### src/common/pcmsp_pkg.sv
// pcmsp_pkg: shared constants and types of the pcm serial port
package pcmsp_pkg;
  // clocking and frame timing
  localparam int          SYS_CLK_KHZ  = 50000;
  localparam int          MCLK_KHZ     = 2048;
  localparam int          MCLK_HALF    = SYS_CLK_KHZ / (2 * MCLK_KHZ);
  localparam logic [4:0]  DIV_LAST     = 5'(MCLK_HALF - 1);
  localparam int          FRAME_US     = 125;
  localparam int          FRAME_BITS   = FRAME_US * SYS_CLK_KHZ / 1000 / (4 * MCLK_HALF);
  localparam logic [7:0]  LONG_FS_BITS = 8'h03;
  // word and slot layout
  localparam int          WORD_BITS    = 8;
  localparam int          FIFO_DEPTH   = 8;
  localparam logic [7:0]  IDLE_CODE    = 8'hFF;
  localparam logic [2:0]  LAST_BIT     = 3'h7;
  localparam logic [4:0]  SLOT_B1      = 5'h00;
  localparam logic [4:0]  SLOT_B2      = 5'h0A;
  // positions in the device's synchroniser vector
  localparam int          SY_TCLK      = 0;
  localparam int          SY_TFS       = 1;
  localparam int          SY_RCLK      = 2;
  localparam int          SY_RFS       = 3;
  localparam int          SY_RDAT      = 4;
  localparam int          SY_LCLK      = 5;
  localparam int          SY_LSYNC     = 6;
  localparam int          SY_LRX       = 7;

  typedef enum logic [1:0] {
    MODE_LONG  = 2'h0,
    MODE_SHORT = 2'h1,
    MODE_LINK  = 2'h2
  } pcmsp_mode_t;

  typedef enum logic [3:0] {
    TX_IDLE  = 4'h1,
    TX_ARM   = 4'h2,
    TX_SHIFT = 4'h4,
    TX_HOLD  = 4'h8
  } pcmsp_tx_st_t;

  typedef enum logic [2:0] {
    RX_IDLE  = 3'h1,
    RX_ARM   = 3'h2,
    RX_SHIFT = 3'h4
  } pcmsp_rx_st_t;
endpackage

### src/common/pcmsp_if.sv
// pcmsp_if: serial pcm highway between codec port and highway master
`timescale 1ns/100ps
interface pcmsp_if;
  logic mclk;
  logic tx_bit_clock;
  logic rx_bit_clock;
  logic tx_frame_sync;
  logic rx_frame_sync;
  logic rx_serial_in;
  logic tx_serial_out;
  logic tx_serial_oe;
  logic link_clock;
  logic link_sync;
  logic link_rx_data;
  logic link_tx_data;
  logic link_tx_oe;
  wire  tx_serial_pin;
  wire  link_tx_pin;

  // released pins float high through a pull-up
  assign tx_serial_pin = tx_serial_oe ? tx_serial_out : 1'b1;
  assign link_tx_pin   = link_tx_oe ? link_tx_data : 1'b1;

  modport dev (
    input  mclk, tx_bit_clock, rx_bit_clock, tx_frame_sync, rx_frame_sync, rx_serial_in,
    input  link_clock, link_sync, link_rx_data,
    output tx_serial_out, tx_serial_oe, link_tx_data, link_tx_oe
  );
  modport host (
    output mclk, tx_bit_clock, rx_bit_clock, tx_frame_sync, rx_frame_sync, rx_serial_in,
    output link_clock, link_sync, link_rx_data,
    input  tx_serial_pin, link_tx_pin
  );
endinterface

### src/hw/pcmsp_dev.sv
// pcmsp_dev: codec end of the serial pcm port, with its transmit fifo
//
// Operation
// - master drives master clock at fixed rates
// - bit clocks run 64 to 4096 kHz
// - frame syncs sampled on bit clock fall; long-frame transmit instead starts once sync and bit clock are both high
// - receive data captured on bit clock fall
// - long sync held past second falling edge
// - long frame: msb after later rise
// - long frame: later bits on rising edges
// - long: release after 8th fall, sync fall
// - short sync high one fall, low before msb
// - short frame: bits launched on rising edges
// - short frame: release after 8th fall
// - link sync sampled on link clock fall
// - link receive data captured on fall
// - link transmit released on fall, slot end
// - link transmit enabled, updated on rises
// - transmit and receive share one channel
// - link accesses every 125 us
`timescale 1ns/100ps
module pcmsp_fifo #(
  parameter int WIDTH = 8,
  parameter int DEPTH = 8
) (
  // clock and reset
  input  wire logic             clk_in,
  input  wire logic             arst_n_in,
  // filling side
  input  wire logic [WIDTH-1:0] in_data_in,
  input  wire logic             in_valid_in,
  output logic                  in_ready_out,
  // draining side
  output logic      [WIDTH-1:0] out_data_out,
  output logic                  out_valid_out,
  input  wire logic             out_ready_in
);
  localparam int AW = $clog2(DEPTH);
  logic [WIDTH-1:0] mem_q [DEPTH];
  logic [AW-1:0]    wr_q;
  logic [AW-1:0]    rd_q;
  logic [AW:0]      cnt_q;
  logic [AW:0]      cnt_d;
  wire              push;
  wire              pop;

  assign push          = in_valid_in & in_ready_out;
  assign pop           = out_valid_out & out_ready_in;
  assign cnt_d         = cnt_q + {{AW{1'b0}}, push} - {{AW{1'b0}}, pop};
  assign out_valid_out = (cnt_q != '0);
  assign out_data_out  = mem_q[rd_q];

  always_ff @(posedge clk_in) begin
    if (push) begin
      mem_q[wr_q] <= in_data_in;
    end
  end

  always_ff @(posedge clk_in or negedge arst_n_in) begin
    if (!arst_n_in) begin
      wr_q         <= '0;
      rd_q         <= '0;
      cnt_q        <= '0;
      in_ready_out <= 1'b1;
    end else begin
      if (push) begin
        wr_q <= (wr_q == AW'(DEPTH - 1)) ? '0 : wr_q + 1'b1;
      end
      if (pop) begin
        rd_q <= (rd_q == AW'(DEPTH - 1)) ? '0 : rd_q + 1'b1;
      end
      cnt_q        <= cnt_d;
      in_ready_out <= (cnt_d < (AW + 1)'(DEPTH));
    end
  end
endmodule

////////////////////////////////////////////////////////////////////////////////

module pcmsp_dev (
  // clock and reset
  input  wire logic                      SYS_CLK_IN,
  input  wire logic                      ARST_N_IN,
  // configuration
  input  wire pcmsp_pkg::pcmsp_mode_t    MODE_IN,
  input  wire logic                      CHAN_B2_IN,
  // samples to send
  input  wire logic [7:0]                TX_DATA_IN,
  input  wire logic                      TX_VALID_IN,
  output logic                           TX_READY_OUT,
  // samples received
  output logic [7:0]                     RX_DATA_OUT,
  output logic                           RX_VALID_OUT,
  // serial highway
  pcmsp_if.dev                           LINK
);
  import pcmsp_pkg::*;

  logic [7:0]    sy1_q;
  logic [7:0]    sy2_q;
  logic [7:0]    sy3_q;
  wire  [7:0]    raw;
  wire           link_mode;
  wire           long_mode;
  wire  [4:0]    slot_start;
  wire           t_now;
  wire           t_old;
  wire           t_rise;
  wire           t_fall;
  wire           t_fs;
  wire           r_now;
  wire           r_old;
  wire           r_fall;
  wire           r_fs;
  wire           r_dat;
  wire  [7:0]    fifo_data;
  wire           fifo_valid;
  pcmsp_tx_st_t  tx_st_q;
  pcmsp_tx_st_t  tx_st_d;
  logic [2:0]    tbit_q;
  logic [2:0]    tbit_d;
  logic [4:0]    tcnt_q;
  logic [4:0]    tcnt_d;
  logic [7:0]    tword_q;
  logic [7:0]    tword_d;
  logic          tout_q;
  logic          tout_d;
  logic          toe_d;
  logic          tfs_low_q;
  logic          tfs_low_d;
  logic          pop;
  logic          ser_oe_q;
  logic          lnk_oe_q;
  pcmsp_rx_st_t  rx_st_q;
  pcmsp_rx_st_t  rx_st_d;
  logic [2:0]    rbit_q;
  logic [2:0]    rbit_d;
  logic [4:0]    rcnt_q;
  logic [4:0]    rcnt_d;
  logic [7:0]    rsh_q;
  logic [7:0]    rsh_d;
  logic          rfs_low_q;
  logic          rfs_low_d;
  logic          rdone;

  pcmsp_fifo #(.WIDTH(WORD_BITS), .DEPTH(FIFO_DEPTH)) u_fifo (
    .clk_in        (SYS_CLK_IN),
    .arst_n_in     (ARST_N_IN),
    .in_data_in    (TX_DATA_IN),
    .in_valid_in   (TX_VALID_IN),
    .in_ready_out  (TX_READY_OUT),
    .out_data_out  (fifo_data),
    .out_valid_out (fifo_valid),
    .out_ready_in  (pop)
  );

  //////////////////////////////////////////////////////////////////////////////
  // pin synchronisers and edge finding on the system clock
  assign raw = {LINK.link_rx_data, LINK.link_sync, LINK.link_clock, LINK.rx_serial_in,
                LINK.rx_frame_sync, LINK.rx_bit_clock, LINK.tx_frame_sync, LINK.tx_bit_clock};

  always_ff @(posedge SYS_CLK_IN or negedge ARST_N_IN) begin
    if (!ARST_N_IN) begin
      sy1_q <= 8'h00;
      sy2_q <= 8'h00;
      sy3_q <= 8'h00;
    end else begin
      sy1_q <= raw;
      sy2_q <= sy1_q;
      sy3_q <= sy2_q;
    end
  end

  assign link_mode  = (MODE_IN == MODE_LINK);
  assign long_mode  = (MODE_IN == MODE_LONG);
  assign slot_start = link_mode ? (CHAN_B2_IN ? SLOT_B2 : SLOT_B1) : SLOT_B1;
  assign t_now      = link_mode ? sy2_q[SY_LCLK] : sy2_q[SY_TCLK];
  assign t_old      = link_mode ? sy3_q[SY_LCLK] : sy3_q[SY_TCLK];
  assign t_rise     = t_now & ~t_old;
  assign t_fall     = ~t_now & t_old;
  assign t_fs       = link_mode ? sy2_q[SY_LSYNC] : sy2_q[SY_TFS];
  assign r_now      = link_mode ? sy2_q[SY_LCLK] : sy2_q[SY_RCLK];
  assign r_old      = link_mode ? sy3_q[SY_LCLK] : sy3_q[SY_RCLK];
  assign r_fall     = ~r_now & r_old;
  assign r_fs       = link_mode ? sy2_q[SY_LSYNC] : sy2_q[SY_RFS];
  assign r_dat      = link_mode ? sy2_q[SY_LRX] : sy2_q[SY_RDAT];

  //////////////////////////////////////////////////////////////////////////////
  // transmit engine
  always_comb begin
    tx_st_d   = tx_st_q;
    tbit_d    = tbit_q;
    tcnt_d    = tcnt_q;
    tword_d   = tword_q;
    tout_d    = tout_q;
    toe_d     = (tx_st_q == TX_SHIFT) || (tx_st_q == TX_HOLD);
    tfs_low_d = tfs_low_q | ~t_fs;
    pop       = 1'b0;
    case (tx_st_q)
      TX_IDLE: begin
        if (long_mode) begin
          if (t_fs && t_now && tfs_low_q) begin
            tword_d   = fifo_valid ? fifo_data : IDLE_CODE;
            pop       = fifo_valid;
            tout_d    = tword_d[7];
            toe_d     = 1'b1;
            tbit_d    = 3'h0;
            tfs_low_d = 1'b0;
            tx_st_d   = TX_SHIFT;
          end
        end else if (t_fall && t_fs) begin
          tcnt_d  = 5'h00;
          tx_st_d = TX_ARM;
        end
      end
      TX_ARM: begin
        if (t_rise && tcnt_q == slot_start) begin
          tword_d = fifo_valid ? fifo_data : IDLE_CODE;
          pop     = fifo_valid;
          tout_d  = tword_d[7];
          toe_d   = 1'b1;
          tbit_d  = 3'h0;
          tx_st_d = TX_SHIFT;
        end else if (t_fall) begin
          tcnt_d = t_fs ? 5'h00 : tcnt_q + 5'h01;
        end
      end
      TX_SHIFT: begin
        if (t_rise) begin
          tout_d = tword_q[LAST_BIT - tbit_q];
        end else if (t_fall) begin
          if (tbit_q == LAST_BIT) begin
            if (long_mode && t_fs) begin
              tx_st_d = TX_HOLD;
            end else begin
              toe_d   = 1'b0;
              tx_st_d = TX_IDLE;
            end
          end else begin
            tbit_d = tbit_q + 3'h1;
          end
        end
      end
      TX_HOLD: begin
        if (!t_fs) begin
          toe_d   = 1'b0;
          tx_st_d = TX_IDLE;
        end
      end
      default: begin
        toe_d   = 1'b0;
        tx_st_d = TX_IDLE;
      end
    endcase
  end

  always_ff @(posedge SYS_CLK_IN or negedge ARST_N_IN) begin
    if (!ARST_N_IN) begin
      tx_st_q   <= TX_IDLE;
      tbit_q    <= 3'h0;
      tcnt_q    <= 5'h00;
      tword_q   <= 8'h00;
      tout_q    <= 1'b0;
      tfs_low_q <= 1'b0;
      ser_oe_q  <= 1'b0;
      lnk_oe_q  <= 1'b0;
    end else begin
      tx_st_q   <= tx_st_d;
      tbit_q    <= tbit_d;
      tcnt_q    <= tcnt_d;
      tword_q   <= tword_d;
      tout_q    <= tout_d;
      tfs_low_q <= tfs_low_d;
      ser_oe_q  <= toe_d & ~link_mode;
      lnk_oe_q  <= toe_d & link_mode;
    end
  end

  assign LINK.tx_serial_out = tout_q;
  assign LINK.tx_serial_oe  = ser_oe_q;
  assign LINK.link_tx_data  = tout_q;
  assign LINK.link_tx_oe    = lnk_oe_q;

  //////////////////////////////////////////////////////////////////////////////
  // receive engine
  always_comb begin
    rx_st_d   = rx_st_q;
    rbit_d    = rbit_q;
    rcnt_d    = rcnt_q;
    rsh_d     = rsh_q;
    rfs_low_d = rfs_low_q | ~r_fs;
    rdone     = 1'b0;
    case (rx_st_q)
      RX_IDLE: begin
        if (r_fall && r_fs) begin
          if (long_mode) begin
            if (rfs_low_q) begin
              rsh_d     = {rsh_q[6:0], r_dat};
              rbit_d    = 3'h1;
              rfs_low_d = 1'b0;
              rx_st_d   = RX_SHIFT;
            end
          end else begin
            rcnt_d  = 5'h00;
            rx_st_d = RX_ARM;
          end
        end
      end
      RX_ARM: begin
        if (r_fall) begin
          if (r_fs) begin
            rcnt_d = 5'h00;
          end else if (rcnt_q == slot_start) begin
            rsh_d   = {rsh_q[6:0], r_dat};
            rbit_d  = 3'h1;
            rx_st_d = RX_SHIFT;
          end else begin
            rcnt_d = rcnt_q + 5'h01;
          end
        end
      end
      RX_SHIFT: begin
        if (r_fall) begin
          rsh_d = {rsh_q[6:0], r_dat};
          if (rbit_q == LAST_BIT) begin
            rdone   = 1'b1;
            rx_st_d = RX_IDLE;
          end else begin
            rbit_d = rbit_q + 3'h1;
          end
        end
      end
      default: begin
        rx_st_d = RX_IDLE;
      end
    endcase
  end

  always_ff @(posedge SYS_CLK_IN or negedge ARST_N_IN) begin
    if (!ARST_N_IN) begin
      rx_st_q      <= RX_IDLE;
      rbit_q       <= 3'h0;
      rcnt_q       <= 5'h00;
      rsh_q        <= 8'h00;
      rfs_low_q    <= 1'b0;
      RX_DATA_OUT  <= 8'h00;
      RX_VALID_OUT <= 1'b0;
    end else begin
      rx_st_q      <= rx_st_d;
      rbit_q       <= rbit_d;
      rcnt_q       <= rcnt_d;
      rsh_q        <= rsh_d;
      rfs_low_q    <= rfs_low_d;
      RX_VALID_OUT <= rdone;
      if (rdone) begin
        RX_DATA_OUT <= rsh_d;
      end
    end
  end
endmodule

### src/flat_wrapper.sv
// flat-port wrapper written by rule: the top's interface ports become plain ports
module pcmsp_dev_flat import pcmsp_pkg::*;
  (SYS_CLK_IN, ARST_N_IN, MODE_IN, CHAN_B2_IN, TX_DATA_IN, TX_VALID_IN, TX_READY_OUT, RX_DATA_OUT, RX_VALID_OUT, LINK_mclk, LINK_tx_bit_clock, LINK_rx_bit_clock, LINK_tx_frame_sync, LINK_rx_frame_sync, LINK_rx_serial_in, LINK_link_clock, LINK_link_sync, LINK_link_rx_data, LINK_tx_serial_out, LINK_tx_serial_oe, LINK_link_tx_data, LINK_link_tx_oe);
  pcmsp_if LINK_i ();
  input  wire logic SYS_CLK_IN;
  input  wire logic ARST_N_IN;
  input  wire pcmsp_pkg::pcmsp_mode_t MODE_IN;
  input  wire logic CHAN_B2_IN;
  input  wire logic [7:0] TX_DATA_IN;
  input  wire logic TX_VALID_IN;
  output logic TX_READY_OUT;
  output logic [7:0] RX_DATA_OUT;
  output logic RX_VALID_OUT;
  input wire logic [$bits(LINK_i.mclk)-1:0] LINK_mclk;
  input wire logic [$bits(LINK_i.tx_bit_clock)-1:0] LINK_tx_bit_clock;
  input wire logic [$bits(LINK_i.rx_bit_clock)-1:0] LINK_rx_bit_clock;
  input wire logic [$bits(LINK_i.tx_frame_sync)-1:0] LINK_tx_frame_sync;
  input wire logic [$bits(LINK_i.rx_frame_sync)-1:0] LINK_rx_frame_sync;
  input wire logic [$bits(LINK_i.rx_serial_in)-1:0] LINK_rx_serial_in;
  input wire logic [$bits(LINK_i.link_clock)-1:0] LINK_link_clock;
  input wire logic [$bits(LINK_i.link_sync)-1:0] LINK_link_sync;
  input wire logic [$bits(LINK_i.link_rx_data)-1:0] LINK_link_rx_data;
  output wire logic [$bits(LINK_i.tx_serial_out)-1:0] LINK_tx_serial_out;
  output wire logic [$bits(LINK_i.tx_serial_oe)-1:0] LINK_tx_serial_oe;
  output wire logic [$bits(LINK_i.link_tx_data)-1:0] LINK_link_tx_data;
  output wire logic [$bits(LINK_i.link_tx_oe)-1:0] LINK_link_tx_oe;
  assign LINK_i.mclk = LINK_mclk;
  assign LINK_i.tx_bit_clock = LINK_tx_bit_clock;
  assign LINK_i.rx_bit_clock = LINK_rx_bit_clock;
  assign LINK_i.tx_frame_sync = LINK_tx_frame_sync;
  assign LINK_i.rx_frame_sync = LINK_rx_frame_sync;
  assign LINK_i.rx_serial_in = LINK_rx_serial_in;
  assign LINK_i.link_clock = LINK_link_clock;
  assign LINK_i.link_sync = LINK_link_sync;
  assign LINK_i.link_rx_data = LINK_link_rx_data;
  assign LINK_tx_serial_out = LINK_i.tx_serial_out;
  assign LINK_tx_serial_oe = LINK_i.tx_serial_oe;
  assign LINK_link_tx_data = LINK_i.link_tx_data;
  assign LINK_link_tx_oe = LINK_i.link_tx_oe;
  pcmsp_dev u_core (.SYS_CLK_IN(SYS_CLK_IN), .ARST_N_IN(ARST_N_IN), .MODE_IN(MODE_IN), .CHAN_B2_IN(CHAN_B2_IN), .TX_DATA_IN(TX_DATA_IN), .TX_VALID_IN(TX_VALID_IN), .TX_READY_OUT(TX_READY_OUT), .RX_DATA_OUT(RX_DATA_OUT), .RX_VALID_OUT(RX_VALID_OUT), .LINK(LINK_i));
endmodule
### config.mk
export PLATFORM = sky130hd
export DESIGN_NAME = pcmsp_dev_flat
export DESIGN_NICKNAME = d
export VERILOG_FILES = /design/src/common/pcmsp_pkg.sv /design/src/common/pcmsp_if.sv /design/src/hw/pcmsp_dev.sv /design/src/flat_wrapper.sv
export SDC_FILE = /design/constraint.sdc
export NUM_CORES = 1
export LEC_CHECK = 0
export ABC_CLOCK_PERIOD_IN_PS = 6700
export BUFFER_PORTS_ARGS = -buffer_cell sky130_fd_sc_hd__buf_2
export CELL_PAD_IN_SITES_DETAIL_PLACEMENT = 0
export CELL_PAD_IN_SITES_GLOBAL_PLACEMENT = 1
export CORE_MARGIN = 4
export CORE_UTILIZATION = 54
export CTS_CLUSTER_DIAMETER = 120
export DETAILED_ROUTE_END_ITERATION = 8
export PLACE_DENSITY = 0.93
export SYNTH_ARGS = -nofsm -noshare
export SYNTH_HDL_FRONTEND = slang
export SYNTH_SLANG_ARGS = --single-unit
### constraint.sdc
create_clock -name SYS_CLK_IN -period 6.7 [get_ports SYS_CLK_IN]
set_clock_uncertainty 0.15 [all_clocks]
set_input_delay 1.34 -clock SYS_CLK_IN [delete_from_list [all_inputs] [get_ports SYS_CLK_IN]]
set_output_delay 1.34 -clock SYS_CLK_IN [all_outputs]
set_load 0.005 [all_outputs]
# Word level (Yosys, flattened, before mapping)
# Memories as Yosys holds them, arrays and structs flattened.
# Cells that the tools add are included.
# classes
n_addsub	9
order_cmp	2
n_eq_ne	41
mux	103
n_bitwise	15
n_reduce_logical	21
# ops
cell	n
8-bit 2-to-1 mux	11
3-bit 2-to-1 mux	24
5-bit 2-to-1 mux	11
4-bit 2-to-1 mux	10
1-bit 2-to-1 mux	35
2-bit by 1-bit != test with 1-bit output, second input constant	14
3-bit one-hot mux with 3 select lines	3
8-bit one-hot mux with 3 select lines	1
7-bit AND reduction	3
5-bit one-hot mux with 2 select lines	2
2-bit != test, second input constant	9
4-bit one-hot mux with 4 select lines	1
8-bit one-hot mux with 2 select lines	1
3-bit == test, second input constant	5
5-bit AND reduction	3
3-bit by 1-bit adder with 3-bit output, second input constant	4
5-bit by 1-bit adder with 5-bit output, second input constant	2
5-bit == test	2
9-bit AND reduction	1
1-bit bitwise AND	7
1-bit logical AND	6
3-bit != test, second input constant	2
1-bit inverter	6
3-bit nonzero test	2
other kinds (24)	26
# totals
ff_bits	86
ram_bits	64
input_bits	23
output_inout_bits	14
memories	1
# mem_list
memory	words	width	read_ports	rd_clocked_by_memory_dff	write_ports	line_no	source
u_core.u_fifo.mem_q	8	8	1	0	1	pcmsp_dev.sv:39	logic [WIDTH-1:0] mem_q [DEPTH];

# Longest topological paths before layout
# Gate-level depths: netlist of run 1.
# depth
word_depth	10
depth_mapped	14
depth_no_buf	12

# Cells and area by module
# From an unflattened synthesis of run 1, not the netlist that was laid out.
# hier_totals
hier_cells	478
hier_area_um2	6800.3
# modules_own_cells
mod	n_inst	cells_each	area_each_um2	seq_area_each_um2
pcmsp_dev	1	326	3698.5	1779.2
pcmsp_fifo	1	152	3101.7	2198.4

# Least setup slack after synthesis of run 1
# Ideal clock, no wire load.
# synth_timing
kind	in2reg
start	in MODE_IN[0]
end	reg u_core.u_fifo.cnt_q[3]
t_arrival_ps	3426
required_time_ps	6428
path_slack_ps	3003
path_stages	14
path_buffers	2
cell_sequence	nand2b_1 > buf_6 > a31o_2 > o211ai_2 > o22ai_2 > and3_1 > buf_2 > ha_1 > inv_1 > ha_1 > a21o_1 > a21oi_1 > xnor2_1 > inv_1
# synth_between
elab_chain_cells	9
# synth_lines
item	line_no	source
from (decl)	flat_wrapper.sv:7	input wire pcmsp_pkg::pcmsp_mode_t MODE_IN;
branches (longest 6 deep; another with 5-bit 2-to-1 mux)	--	
1-bit one-hot mux with 2 select lines *	pcmsp_dev.sv:199	case (tx_st_q)
1-bit bitwise AND *	pcmsp_dev.sv:48	assign pop = out_valid_out & out_ready_in;
via u_core.u_fifo.pop	pcmsp_dev.sv:45	wire pop;
4-bit by 1-bit subtractor with 4-bit output *	pcmsp_dev.sv:49	assign cnt_d = cnt_q + {{AW{1'b0}}, push} - {{AW{1'b0}}, pop};
via u_core.u_fifo.cnt_d[3]	pcmsp_dev.sv:43	logic [AW:0] cnt_d;
to (signal assigned)	pcmsp_dev.sv:72	cnt_q <= cnt_d;
to (decl)	pcmsp_dev.sv:42	logic [AW:0] cnt_q;
# Mark *: on every way through the listed nets, which the timed path passes.
# A chain may end at the register's enable or synchronous reset.

# Final worst setup path of run 1
# layout_timing
start	in MODE_IN[0]
end	reg u_core.u_fifo.cnt_q[3]
# layout_between
elab_chain_cells	9
# layout_lines
item	line_no
branches (longest 6 deep; another with 5-bit 2-to-1 mux)	--
1-bit one-hot mux with 2 select lines *	pcmsp_dev.sv:199
1-bit bitwise AND *	pcmsp_dev.sv:48
4-bit by 1-bit subtractor with 4-bit output *	pcmsp_dev.sv:49
via u_core.u_fifo.cnt_d[3]	pcmsp_dev.sv:43
# Marked as above.

==> results of run 1 <==
placed cells by master (no fill, tap or decap), drive strengths merged, types with 6 or more instances in the layout:
cell type	n
nand2	42
mux2i	11
or3	6
ha	15
a21oi	11
clkbuf	23
nor2	33
edfxtp	64
nand3	13
clkinv	7
inv	15
o21ai	25
nor3	13
mux4	16
buf	40
a31oi	15
nand2b	11
dfrtp	79
mux2	17
final timing paths:
kind,to,slack [ps],cells past startpoint
max in group asynchronous,u_core.tfs_low_q,4820,1
worst max-delay path,u_core.u_fifo.cnt_q[3],2440,13
worst min register to register,u_core.sy2_q[2],200,0
min in group asynchronous,u_core.tcnt_q[2],920,1
worst min-delay path,u_core.sy2_q[2],200,0
worst max register to register,u_core.u_fifo.cnt_q[3],3240,11
critical path, stage by stage:
cell      delay [ps]
buf_2            170
nand2b_1         450
a31o_2           290
o211ai_2         130
o22ai_2          550
and3_1           360
ha_1             230
inv_1             60
ha_1             270
a21o_1           170
a21oi_1          160
xnor2_1          170
inv_1             60
cell families (layout without fill, tap and decap cells):
logic type / count (synthesis) / in the layout
DFF: 146 / 146
and+or+nand+nor: 139 / 139
AOI/OAI and AO/OA: 84 / 84
muxes: 44 / 44
buffers and inverters: 31 / 87
adders and majority gates: 16 / 16
xor gates and xnor gates: 5 / 5
metrics by stage:
stage	hold slack (ps)	cells	area, sq um
2_1_floorplan	181	465	6310
3_3_place_gp	185	632	6620
3_5_place_dp	185	632	6620
4_1_cts	196	664	7170
5_1_grt	204	664	7170
6_report	197	664	7170
sequential cells by signal, indices dropped and copies added (netlist names), 3 cells and up:
| register | flops |
|---|---|
| u_core.u_fifo.wr_q | 3 |
| u_core.u_fifo.rd_q | 3 |
| u_core.u_fifo.cnt_q | 4 |
| u_core.tx_st_q | 4 |
| u_core.sy3_q | 3 |
| u_core.rsh_q | 7 |
| u_core.tbit_q | 3 |
| u_core.sy1_q | 8 |
| u_core.RX_DATA_OUT | 8 |
| u_core.tcnt_q | 5 |
| u_core.rx_st_q | 3 |
| u_core.u_fifo.mem_q | 64 |
| u_core.rcnt_q | 5 |
| u_core.sy2_q | 8 |
| u_core.rbit_q | 3 |
| u_core.tword_q | 8 |
routing by layer:
metal,GRT usage (%),routed length (um),up-vias,part of all wire (%)
met5,0,0,-,0
li1,-,-,1821,-
met4,9.36,330,0,2.9
met3,6.42,530,31,4.6
met1,23.0,4790,1885,42
met2,30.3,5810,76,51
layout make-up:
class	instances	area (sq um)	area share [%]
sequential	146	3980	55.4
multi-input combinational	288	2190	30.5
clock buffer	23	448	6.24
timing repair buffer	40	215	3.00
tap	143	179	2.49
clock inverter	9	109	1.52
inverter	15	56.3	0.785
power by group through the flow:
stage	Sequential, mW	Combinational [mW]	Clock [mW]
final	1.26	0.622	0.896
after CTS	1.26	0.629	0.910
after global placement	1.26	0.597	0
after global routing	1.28	0.700	0.954
after detailed placement	1.27	0.623	0
after floorplan	1.19	0.548	0
==> flow_summary.ini, run 1 <==
[cells_and_area]
syn_to_final_growth_pct = 13.7
fill_cells = 826
diodes = 0
finish.utilization_pct = 62.8
drive_gt1_share_pct = 22.1
final_nets = 547

[grt]
grt_max_degree = 83
antenna_found_initial = 0
grt_pass1_vias = 3790
grt_use_total_pct = 18.9
grt_pass1_wl_mm = 18.8
grt-ovfl-total = 0

[logic_synthesis]
yosysWarnings = 0
ys.flop_type = dfrtp_1
synth_edf_count = 64
avgSynthCellArea_sq_um = 13.6
syn_inst = 465
ys_types = 56
synth-compound-area-share_pct = 9.07
synth-simple-area-share_pct = 10.8
netlist_area_sq_mm = 0.00631
synth_seq_cells = 146
yosysTopAreaCell = dfrtp_1
yosysMostFrequentCell = dfrtp_1
synthesis.nets = 504
synth_commonest_cells = dfrtp_1 (79), edfxtp_1 (64), nand2_1 (42), nor2_1 (32), o21ai_0 (24)
synth_adder_area_share_pct = 3.29
async_flop_share_pct = 56.2
synthMuxAreaShare_pct = 10.9
synth_top_area_share_pct = 31.3
synth_top_family_by_area = multiplexers
synth_area_leaders = dfrtp_1 (31%), edfxtp_1 (30%), mux4_2 (5.7%)
yosys.area_share.xor_xnor_pct = 0.694
seq_area_frac_synth_pct = 63.1

[hold_path]
min_from = u_core.sy1_q[2]
hp-class = reg2reg

[floorplan]
io_pins = 37
fp.dieH_um = 116
fp.dieW_um = 116
coreArea_sq_mm = 0.0114
dieArea_sq_mm = 0.0135
rows = 39
start_util_pct = 55.2

[pwr]
netSwitchingFraction_pct = 28.9
p_sw_mw = 0.802
power_density_mw_per_mm2 = 387
seqPwrFrac_pct = 45.3
p_leak_nw = 2.92
p_comb_share_pct = 22.4
p_clk_share_pct = 32.3
peakVddDrop_v = 0.000280
power_mw = 2.77
intPower_mw = 1.97

[setup_path]
crit_required_ps = 6860
worstSetupPathType = in2reg
cp.arrival_ps = 4410
crit_fanout = 18
r2r_start = u_core.tx_st_q[0]
cp-start-kind = input pin
startpoint = MODE_IN[0]
end_kind = register

[cts]
path_clk_slew_ps = 60
cts_inserted_buffers = 17
cts_sinks = 146
htreeDepth = 4
clock_latency_ps = 420
cts_root_buffer = clkbuf_16
cts_resized = 0
ctsLongestPathBuffers = 2
postCtsSetupBuffers = 0
postCtsHoldBufs = 0
cts_tree = built

[sta]
setup_viol = 0
period_needed_ps = 4260
setup_ws_ps = 2440
rsz0062_at_grt = false
max_freq_ghz = 0.235
maxSlewViolCount = 0
relSlewSlack_pct = 29.6
setup_tns_ps = 0
worst_pin_slew_ps = 1060
hold_viol_final = 0
period_share_pct = 63.5

[routing]
drt_wl_total_mm = 11.5
wl_per_cell_um = 17.3
first_iter_violations = 245
detail-route-antenna-nets = 0
viasPerCell = 5.74
drc = 0
vias = 3813
dr.pass1.iters = 4

[placement]
place_hpwl_mm = 7.63
port_buffers = 35
gp_congestion = 0.824
place_ws_ps = 2020

[status]
status = complete, no violations

[flow_run]
drv_cap = 0
(Power assumes the default switching activity.)
==> run 2, diff against run 1 <==
--- a/config.mk
+++ b/config.mk
@@ -5,15 +5,15 @@
 export SDC_FILE = /design/constraint.sdc
 export NUM_CORES = 1
 export LEC_CHECK = 0
-export ABC_CLOCK_PERIOD_IN_PS = 6700
+export ABC_CLOCK_PERIOD_IN_PS = 4150
 export BUFFER_PORTS_ARGS = -buffer_cell sky130_fd_sc_hd__buf_2
 export CELL_PAD_IN_SITES_DETAIL_PLACEMENT = 0
 export CELL_PAD_IN_SITES_GLOBAL_PLACEMENT = 1
 export CORE_MARGIN = 4
-export CORE_UTILIZATION = 54
+export CORE_UTILIZATION = 50
 export CTS_CLUSTER_DIAMETER = 120
 export DETAILED_ROUTE_END_ITERATION = 8
-export PLACE_DENSITY = 0.93
+export PLACE_DENSITY = 0.88
 export SYNTH_ARGS = -nofsm -noshare
 export SYNTH_HDL_FRONTEND = slang
 export SYNTH_SLANG_ARGS = --single-unit
==> constraint.sdc (replaced) <==
create_clock -name SYS_CLK_IN -period 4.15 [get_ports SYS_CLK_IN]
set_clock_uncertainty 0.15 [all_clocks]
set_input_delay 0.83 -clock SYS_CLK_IN [delete_from_list [all_inputs] [get_ports SYS_CLK_IN]]
set_output_delay 0.83 -clock SYS_CLK_IN [all_outputs]
set_load 0.005 [all_outputs]
==> run 2 against run 1 <==
  * Global-route usage decreased by 1.2 points
  * Critical path depth increased by 1
  * Register-to-register slack got worse by 2100 ps
  * Via count decreased by 0.39%
  * Combinational power increased by 64%
  * Sequential cell count unchanged
  * Count of clock-buffer cells in the layout decreased by 3
  * First-iteration DRC count decreased by 4.9%
  * Setup slack got worse by 1300 ps
  * Wire length increased by 1.7%
==> flow_summary.ini, run 2 (synthesized netlist as in run 1, its figures left out) <==
[setup_path]
worstSetupPathType = in2reg
crit_required_ps = 4310
cp_slowest_cell = and3_1
end_kind = register
path_cells = buf_2 -> nand2b_1 -> buf_4 -> a31o_2 -> o211ai_2 -> o22ai_2 -> and3_1 -> ha_1 -> inv_1 -> ha_1 -> a21o_1 -> a21oi_1 -> xnor2_1 -> inv_1
r2r_start = u_core.tx_st_q[0]
max_stage_delay_ps = 270
crit_fanout = 10
cp-start-kind = input pin
startpoint = MODE_IN[0]
cp.arrival_ps = 3200

[grt]
grt_max_degree = 83
grt_most_used_layer = met2
antenna_found_initial = 0
grt-ovfl-total = 0
grt_use_total_pct = 17.7
met2_usage_pct = 30.2
grt_pass1_wl_mm = 19.8
grt_util_met3_pct = 4.58
grtUsageMet1_pct = 21.0
grt_pass1_vias = 4026

[pwr]
p_leak_nw = 2.97
power_density_mw_per_mm2 = 635
power_mw = 4.63
peakVddDrop_v = 0.000622

[sta]
rsz0062_at_grt = false
max_freq_ghz = 0.329
period_share_pct = 73.4
hold_viol_final = 0
setup_tns_ps = 0
relSlewSlack_pct = 31.9
fin_hold_ws_ps = 196
worst_pin_slew_ps = 1020
maxSlewViolCount = 0
period_needed_ps = 3040
setup_viol = 0

[hold_path]
hp-class = reg2reg
min_from = u_core.sy1_q[1]

[cts]
cts_inserted_buffers = 17
postCtsHoldBufs = 0
cts_resized = 0
cts_tree = built
clock_latency_ps = 420
postCtsSetupBuffers = 0
cts_root_buffer = clkbuf_16
cts_sinks = 146
path_clk_slew_ps = 60
ctsLongestPathBuffers = 2
htreeDepth = 4

[cells_and_area]
syn_to_final_growth_pct = 15.7
drive_gt1_share_pct = 23.4
fill_cells = 937
final_common_cell = dfrtp_1
diodes = 0
final_nets = 551
final_cell_mix = dfrtp_1 (79), edfxtp_1 (64), nand2_1 (42)
largest_reg_flops = 64
top_register = u_core.u_fifo.mem_q

[flow_run]
drv_cap = 0

[floorplan]
dieArea_sq_mm = 0.0145
fp.dieW_um = 120
fp.dieH_um = 120
io_pins = 37
coreArea_sq_mm = 0.0122
rows = 40
start_util_pct = 51.9

[routing]
first_iter_violations = 233
dr.pass1.iters = 4
vias = 3798
drt_wl_total_mm = 11.7
viasPerCell = 5.48
wl_per_cell_um = 16.8
drc = 0
detail-route-antenna-nets = 0

[placement]
port_buffers = 35
place_hpwl_mm = 7.56
gp_congestion = 0.819

[status]
status = complete, no violations
-- run 2: changes by cell type in the layout (fill, tap and decap cells not counted), sizes merged --
| cell | delta |
|---|---|
| bufinv | +2 |
| inv | +1 |
| clkbuf | -3 |
| clkinvlp | +1 |
| buf | +4 |
| clkinv | -1 |
-- run 2: worst paths after layout --
path | end | slack [ps] | depth (start not counted)
worst max-delay path | u_core.u_fifo.cnt_q[3] | 1110 | 14
worst min-delay path | u_core.sy2_q[1] | 200 | 0
worst max register to register | u_core.u_fifo.cnt_q[3] | 1190 | 11
worst min register to register | u_core.sy2_q[1] | 200 | 0
max in group asynchronous | u_core.sy2_q[2] | 2760 | 1
min in group asynchronous | u_core.rcnt_q[2] | 430 | 1
-- run 2: metal layers --
layer,part of all wire (%),vias to the layer above
met3,4.0,20
met1,41,1879
met4,1.8,0
met5,0,-
li1,-,1826
met2,53,73
-- run 2: cell type report --
class	count	area (sq um)	area share, %
clock buffer	20	437	5.98
sequential	146	3980	54.5
clock inverter	12	181	2.49
multi-input combinational	288	2190	30.0
tap	168	210	2.88
timing repair buffer	44	245	3.36
inverter	15	56.3	0.772
-- run 2: per-stage QoR --
step           instances  cell area (sq um)  util, %  setup slack [ps]
2_1_floorplan        465               6310        -               963
3_3_place_gp         661               6680     54.9               709
3_5_place_dp         661               6680     54.9               661
4_1_cts              693               7300     60.0              1100
5_1_grt              693               7300     60.0               991
6_report             693               7300     60.0              1110
-- run 2: report_power, final --
group	total (mW)	internal [mW]	switching, mW
Clock	1.59	1.01	0.584
Sequential	2.02	1.77	0.248
Combinational	1.02	0.531	0.486
Total	4.63	3.31	1.32
-- run 2: worst max-delay path: cells and delay by family --
kind	cells	cell delay [ps]
AOI/OAI and AO/OA	5	850
xor gates and xnor gates	1	160
adders and majority gates	2	480
buffers and inverters	4	480
and+or+nand+nor	2	400
==> run 3, diff against run 2 <==
--- a/config.mk
+++ b/config.mk
@@ -5,15 +5,15 @@
 export SDC_FILE = /design/constraint.sdc
 export NUM_CORES = 1
 export LEC_CHECK = 0
-export ABC_CLOCK_PERIOD_IN_PS = 4150
+export ABC_CLOCK_PERIOD_IN_PS = 2500
 export BUFFER_PORTS_ARGS = -buffer_cell sky130_fd_sc_hd__buf_2
 export CELL_PAD_IN_SITES_DETAIL_PLACEMENT = 0
 export CELL_PAD_IN_SITES_GLOBAL_PLACEMENT = 1
 export CORE_MARGIN = 4
-export CORE_UTILIZATION = 50
+export CORE_UTILIZATION = 45
 export CTS_CLUSTER_DIAMETER = 120
 export DETAILED_ROUTE_END_ITERATION = 8
-export PLACE_DENSITY = 0.88
+export PLACE_DENSITY = 0.84
 export SYNTH_ARGS = -nofsm -noshare
 export SYNTH_HDL_FRONTEND = slang
 export SYNTH_SLANG_ARGS = --single-unit
==> constraint.sdc (replaced) <==
create_clock -name SYS_CLK_IN -period 2.5 [get_ports SYS_CLK_IN]
set_clock_uncertainty 0.15 [all_clocks]
set_input_delay 0.5 -clock SYS_CLK_IN [delete_from_list [all_inputs] [get_ports SYS_CLK_IN]]
set_output_delay 0.5 -clock SYS_CLK_IN [all_outputs]
set_load 0.005 [all_outputs]
==> run 3 against run 2 <==
  * The run now ends with negative setup slack left
  * Sequential share of layout area down 2.8 points
  * Sequential power increased by 61%
  * Via count up 5.3%
  * Design area is 5.4% higher
  * Clock power grew 62%
  * Wire length grew 6.8%
  * Combinational power rose by 110%
  * Critical path depth shrank 4
  * Global-route usage fell by 0.83 points
  * Largest power group unchanged
  * Highest routed layer unchanged
==> flow_summary.ini, run 3 (synthesized netlist as in run 1, its figures left out) <==
[cts]
htreeDepth = 4
cts_root_buffer = clkbuf_16
ctsLongestPathBuffers = 2
cts_inserted_buffers = 17
clock_latency_ps = 420
cts_tree = built
path_clk_slew_ps = 60
cts_sinks = 146

[floorplan]
dieArea_sq_mm = 0.0160
start_util_pct = 46.7
fp.dieW_um = 126
fp.dieH_um = 126
coreArea_sq_mm = 0.0135
io_pins = 37
rows = 42

[sta]
setup_ws_ps = -109
relSlewSlack_pct = 61.6
fin_hold_ws_ps = 39.0
period_share_pct = 104
period_needed_ps = 2610
max_freq_ghz = 0.383
rsz0062_at_grt = true
worst_pin_slew_ps = 576
setup_viol = 3
hold_viol_final = 0
maxSlewViolCount = 0
setup_tns_ps = -141

[pwr]
intPower_mw = 5.63
p_clk_share_pct = 32.5
power_mw = 7.94
p_leak_nw = 3.16
netSwitchingFraction_pct = 29.2
p_comb_share_pct = 26.5
peakVddDrop_v = 0.000644
power_density_mw_per_mm2 = 1030
p_sw_mw = 2.32
seqPwrFrac_pct = 41.0

[grt]
grt_max_degree = 43
grt_pass1_vias = 4234
grt-ovfl-total = 0
grt_use_total_pct = 16.9
antenna_found_initial = 0
grt_pass1_wl_mm = 21.2

[hold_path]
hp-class = in2reg
min_path_cells = 1
holdPathEnd = u_core.sy1_q[2]
min_from = LINK_rx_bit_clock

[cells_and_area]
syn_to_final_growth_pct = 22.0
fin_area_sq_mm = 0.00769
final_cell_mix = dfrtp_1 (79), edfxtp_1 (64), buf_4 (46)
final_common_cell = dfrtp_1
drive_gt1_share_pct = 30.9
stdcell_count = 739
finish.utilization_pct = 57.0
final_nets = 589
largest_reg_flops = 64
top_register = u_core.u_fifo.mem_q
diodes = 0

[status]
status = complete, but fails checks
violations = negative setup slack

[setup_path]
cp-start-kind = register
crit_fanout = 3
end_kind = register
cp.arrival_ps = 2780
r2r_start = u_core.tx_st_q[0]
worstSetupPathType = reg2reg
worstReg2RegEnd = u_core.u_fifo.cnt_q[1]
rrSetupSlack_ps = -110
crit_required_ps = 2670
r2r_cells = 10

[routing]
vias = 3999
wl_per_cell_um = 16.8
drt_wl_total_mm = 12.4
first_iter_violations = 237
viasPerCell = 5.41
drc = 0
dr.pass1.iters = 4
detail-route-antenna-nets = 0

[placement]
port_buffers = 35
numPlacedInstances = 704
place_hpwl_mm = 8.29
gp_congestion = 0.793
place_ws_ps = -308
place_area_sq_mm = 0.00703

[flow_run]
drv_cap = 0
-- run 3: cell type report --
type,count,area (sq um)
clock buffers,18,429
clock inverters,14,175
fillers,1035,5810
inverters,15,58.8
multi-input cells,288,2290
flip-flops and latches,146,3980
well taps,176,220
repair buffers,82,546
-- run 3: worst max-delay path by stage --
stage / from / end / slack, ps / depth (start not counted)
3_5_place_dp: MODE_IN[0] / u_core.u_fifo.cnt_q[1] / -310 / 12
5_1_grt: u_core.tx_st_q[0] / u_core.u_fifo.cnt_q[1] / -160 / 10
2_1_floorplan: u_core.tx_st_q[0] / u_core.u_fifo.cnt_q[1] / -300 / 12
3_3_place_gp: MODE_IN[0] / u_core.u_fifo.cnt_q[1] / -240 / 12
4_1_cts: u_core.tx_st_q[0] / u_core.u_fifo.cnt_q[1] / -150 / 10
6_report: u_core.tx_st_q[0] / u_core.u_fifo.cnt_q[1] / -110 / 10
-- run 3: worst max-delay path, cell delays in order, from the launching register on --
cell and delay [ps]:
dfstp_2 560, nand2b_4 60, or3_4 350, o22ai_4 170, and3_4 230, ha_4 200
inv_2 60, ha_4 130, inv_2 40, fa_2 520, inv_2 30
-- run 3: metal layers --
layer / vias up / GRT usage (%) / wire [um] / part of all wire, %
li1: 1910 / - / - / -
met1: 2000 / 20.1 / 5210 / 42
met2: 69 / 29.2 / 6550 / 53
met3: 20 / 5.17 / 465 / 3.7
met4: 0 / 5.62 / 221 / 1.8
met5: - / 0 / 0 / 0
-- run 3: power by group through the flow --
| stage | clock network (mW) | registers [mW] | logic [mW] |
|---|---|---|---|
| after CTS | 2.64 | 3.26 | 2.10 |
| after global placement | 0 | 3.27 | 1.96 |
| final | 2.58 | 3.26 | 2.10 |
| after detailed placement | 0 | 3.29 | 2.03 |
| after floorplan | 0 | 3.18 | 1.54 |
| after global routing | 2.75 | 3.31 | 2.33 |
-- run 3: repair_timing --
| item | CTS | global route |
|---|---|---|
| setup endpoints to repair | 4 | 4 |
| endpoints found under the hold margin | 39 | 0 |
| buffers inserted | 1 | 1 |
| gates cloned | 0 | 0 |
| resized for setup | 3 | 4 |
| hold buffers | 1 | 0 |
| pin swaps | 7 | 7 |
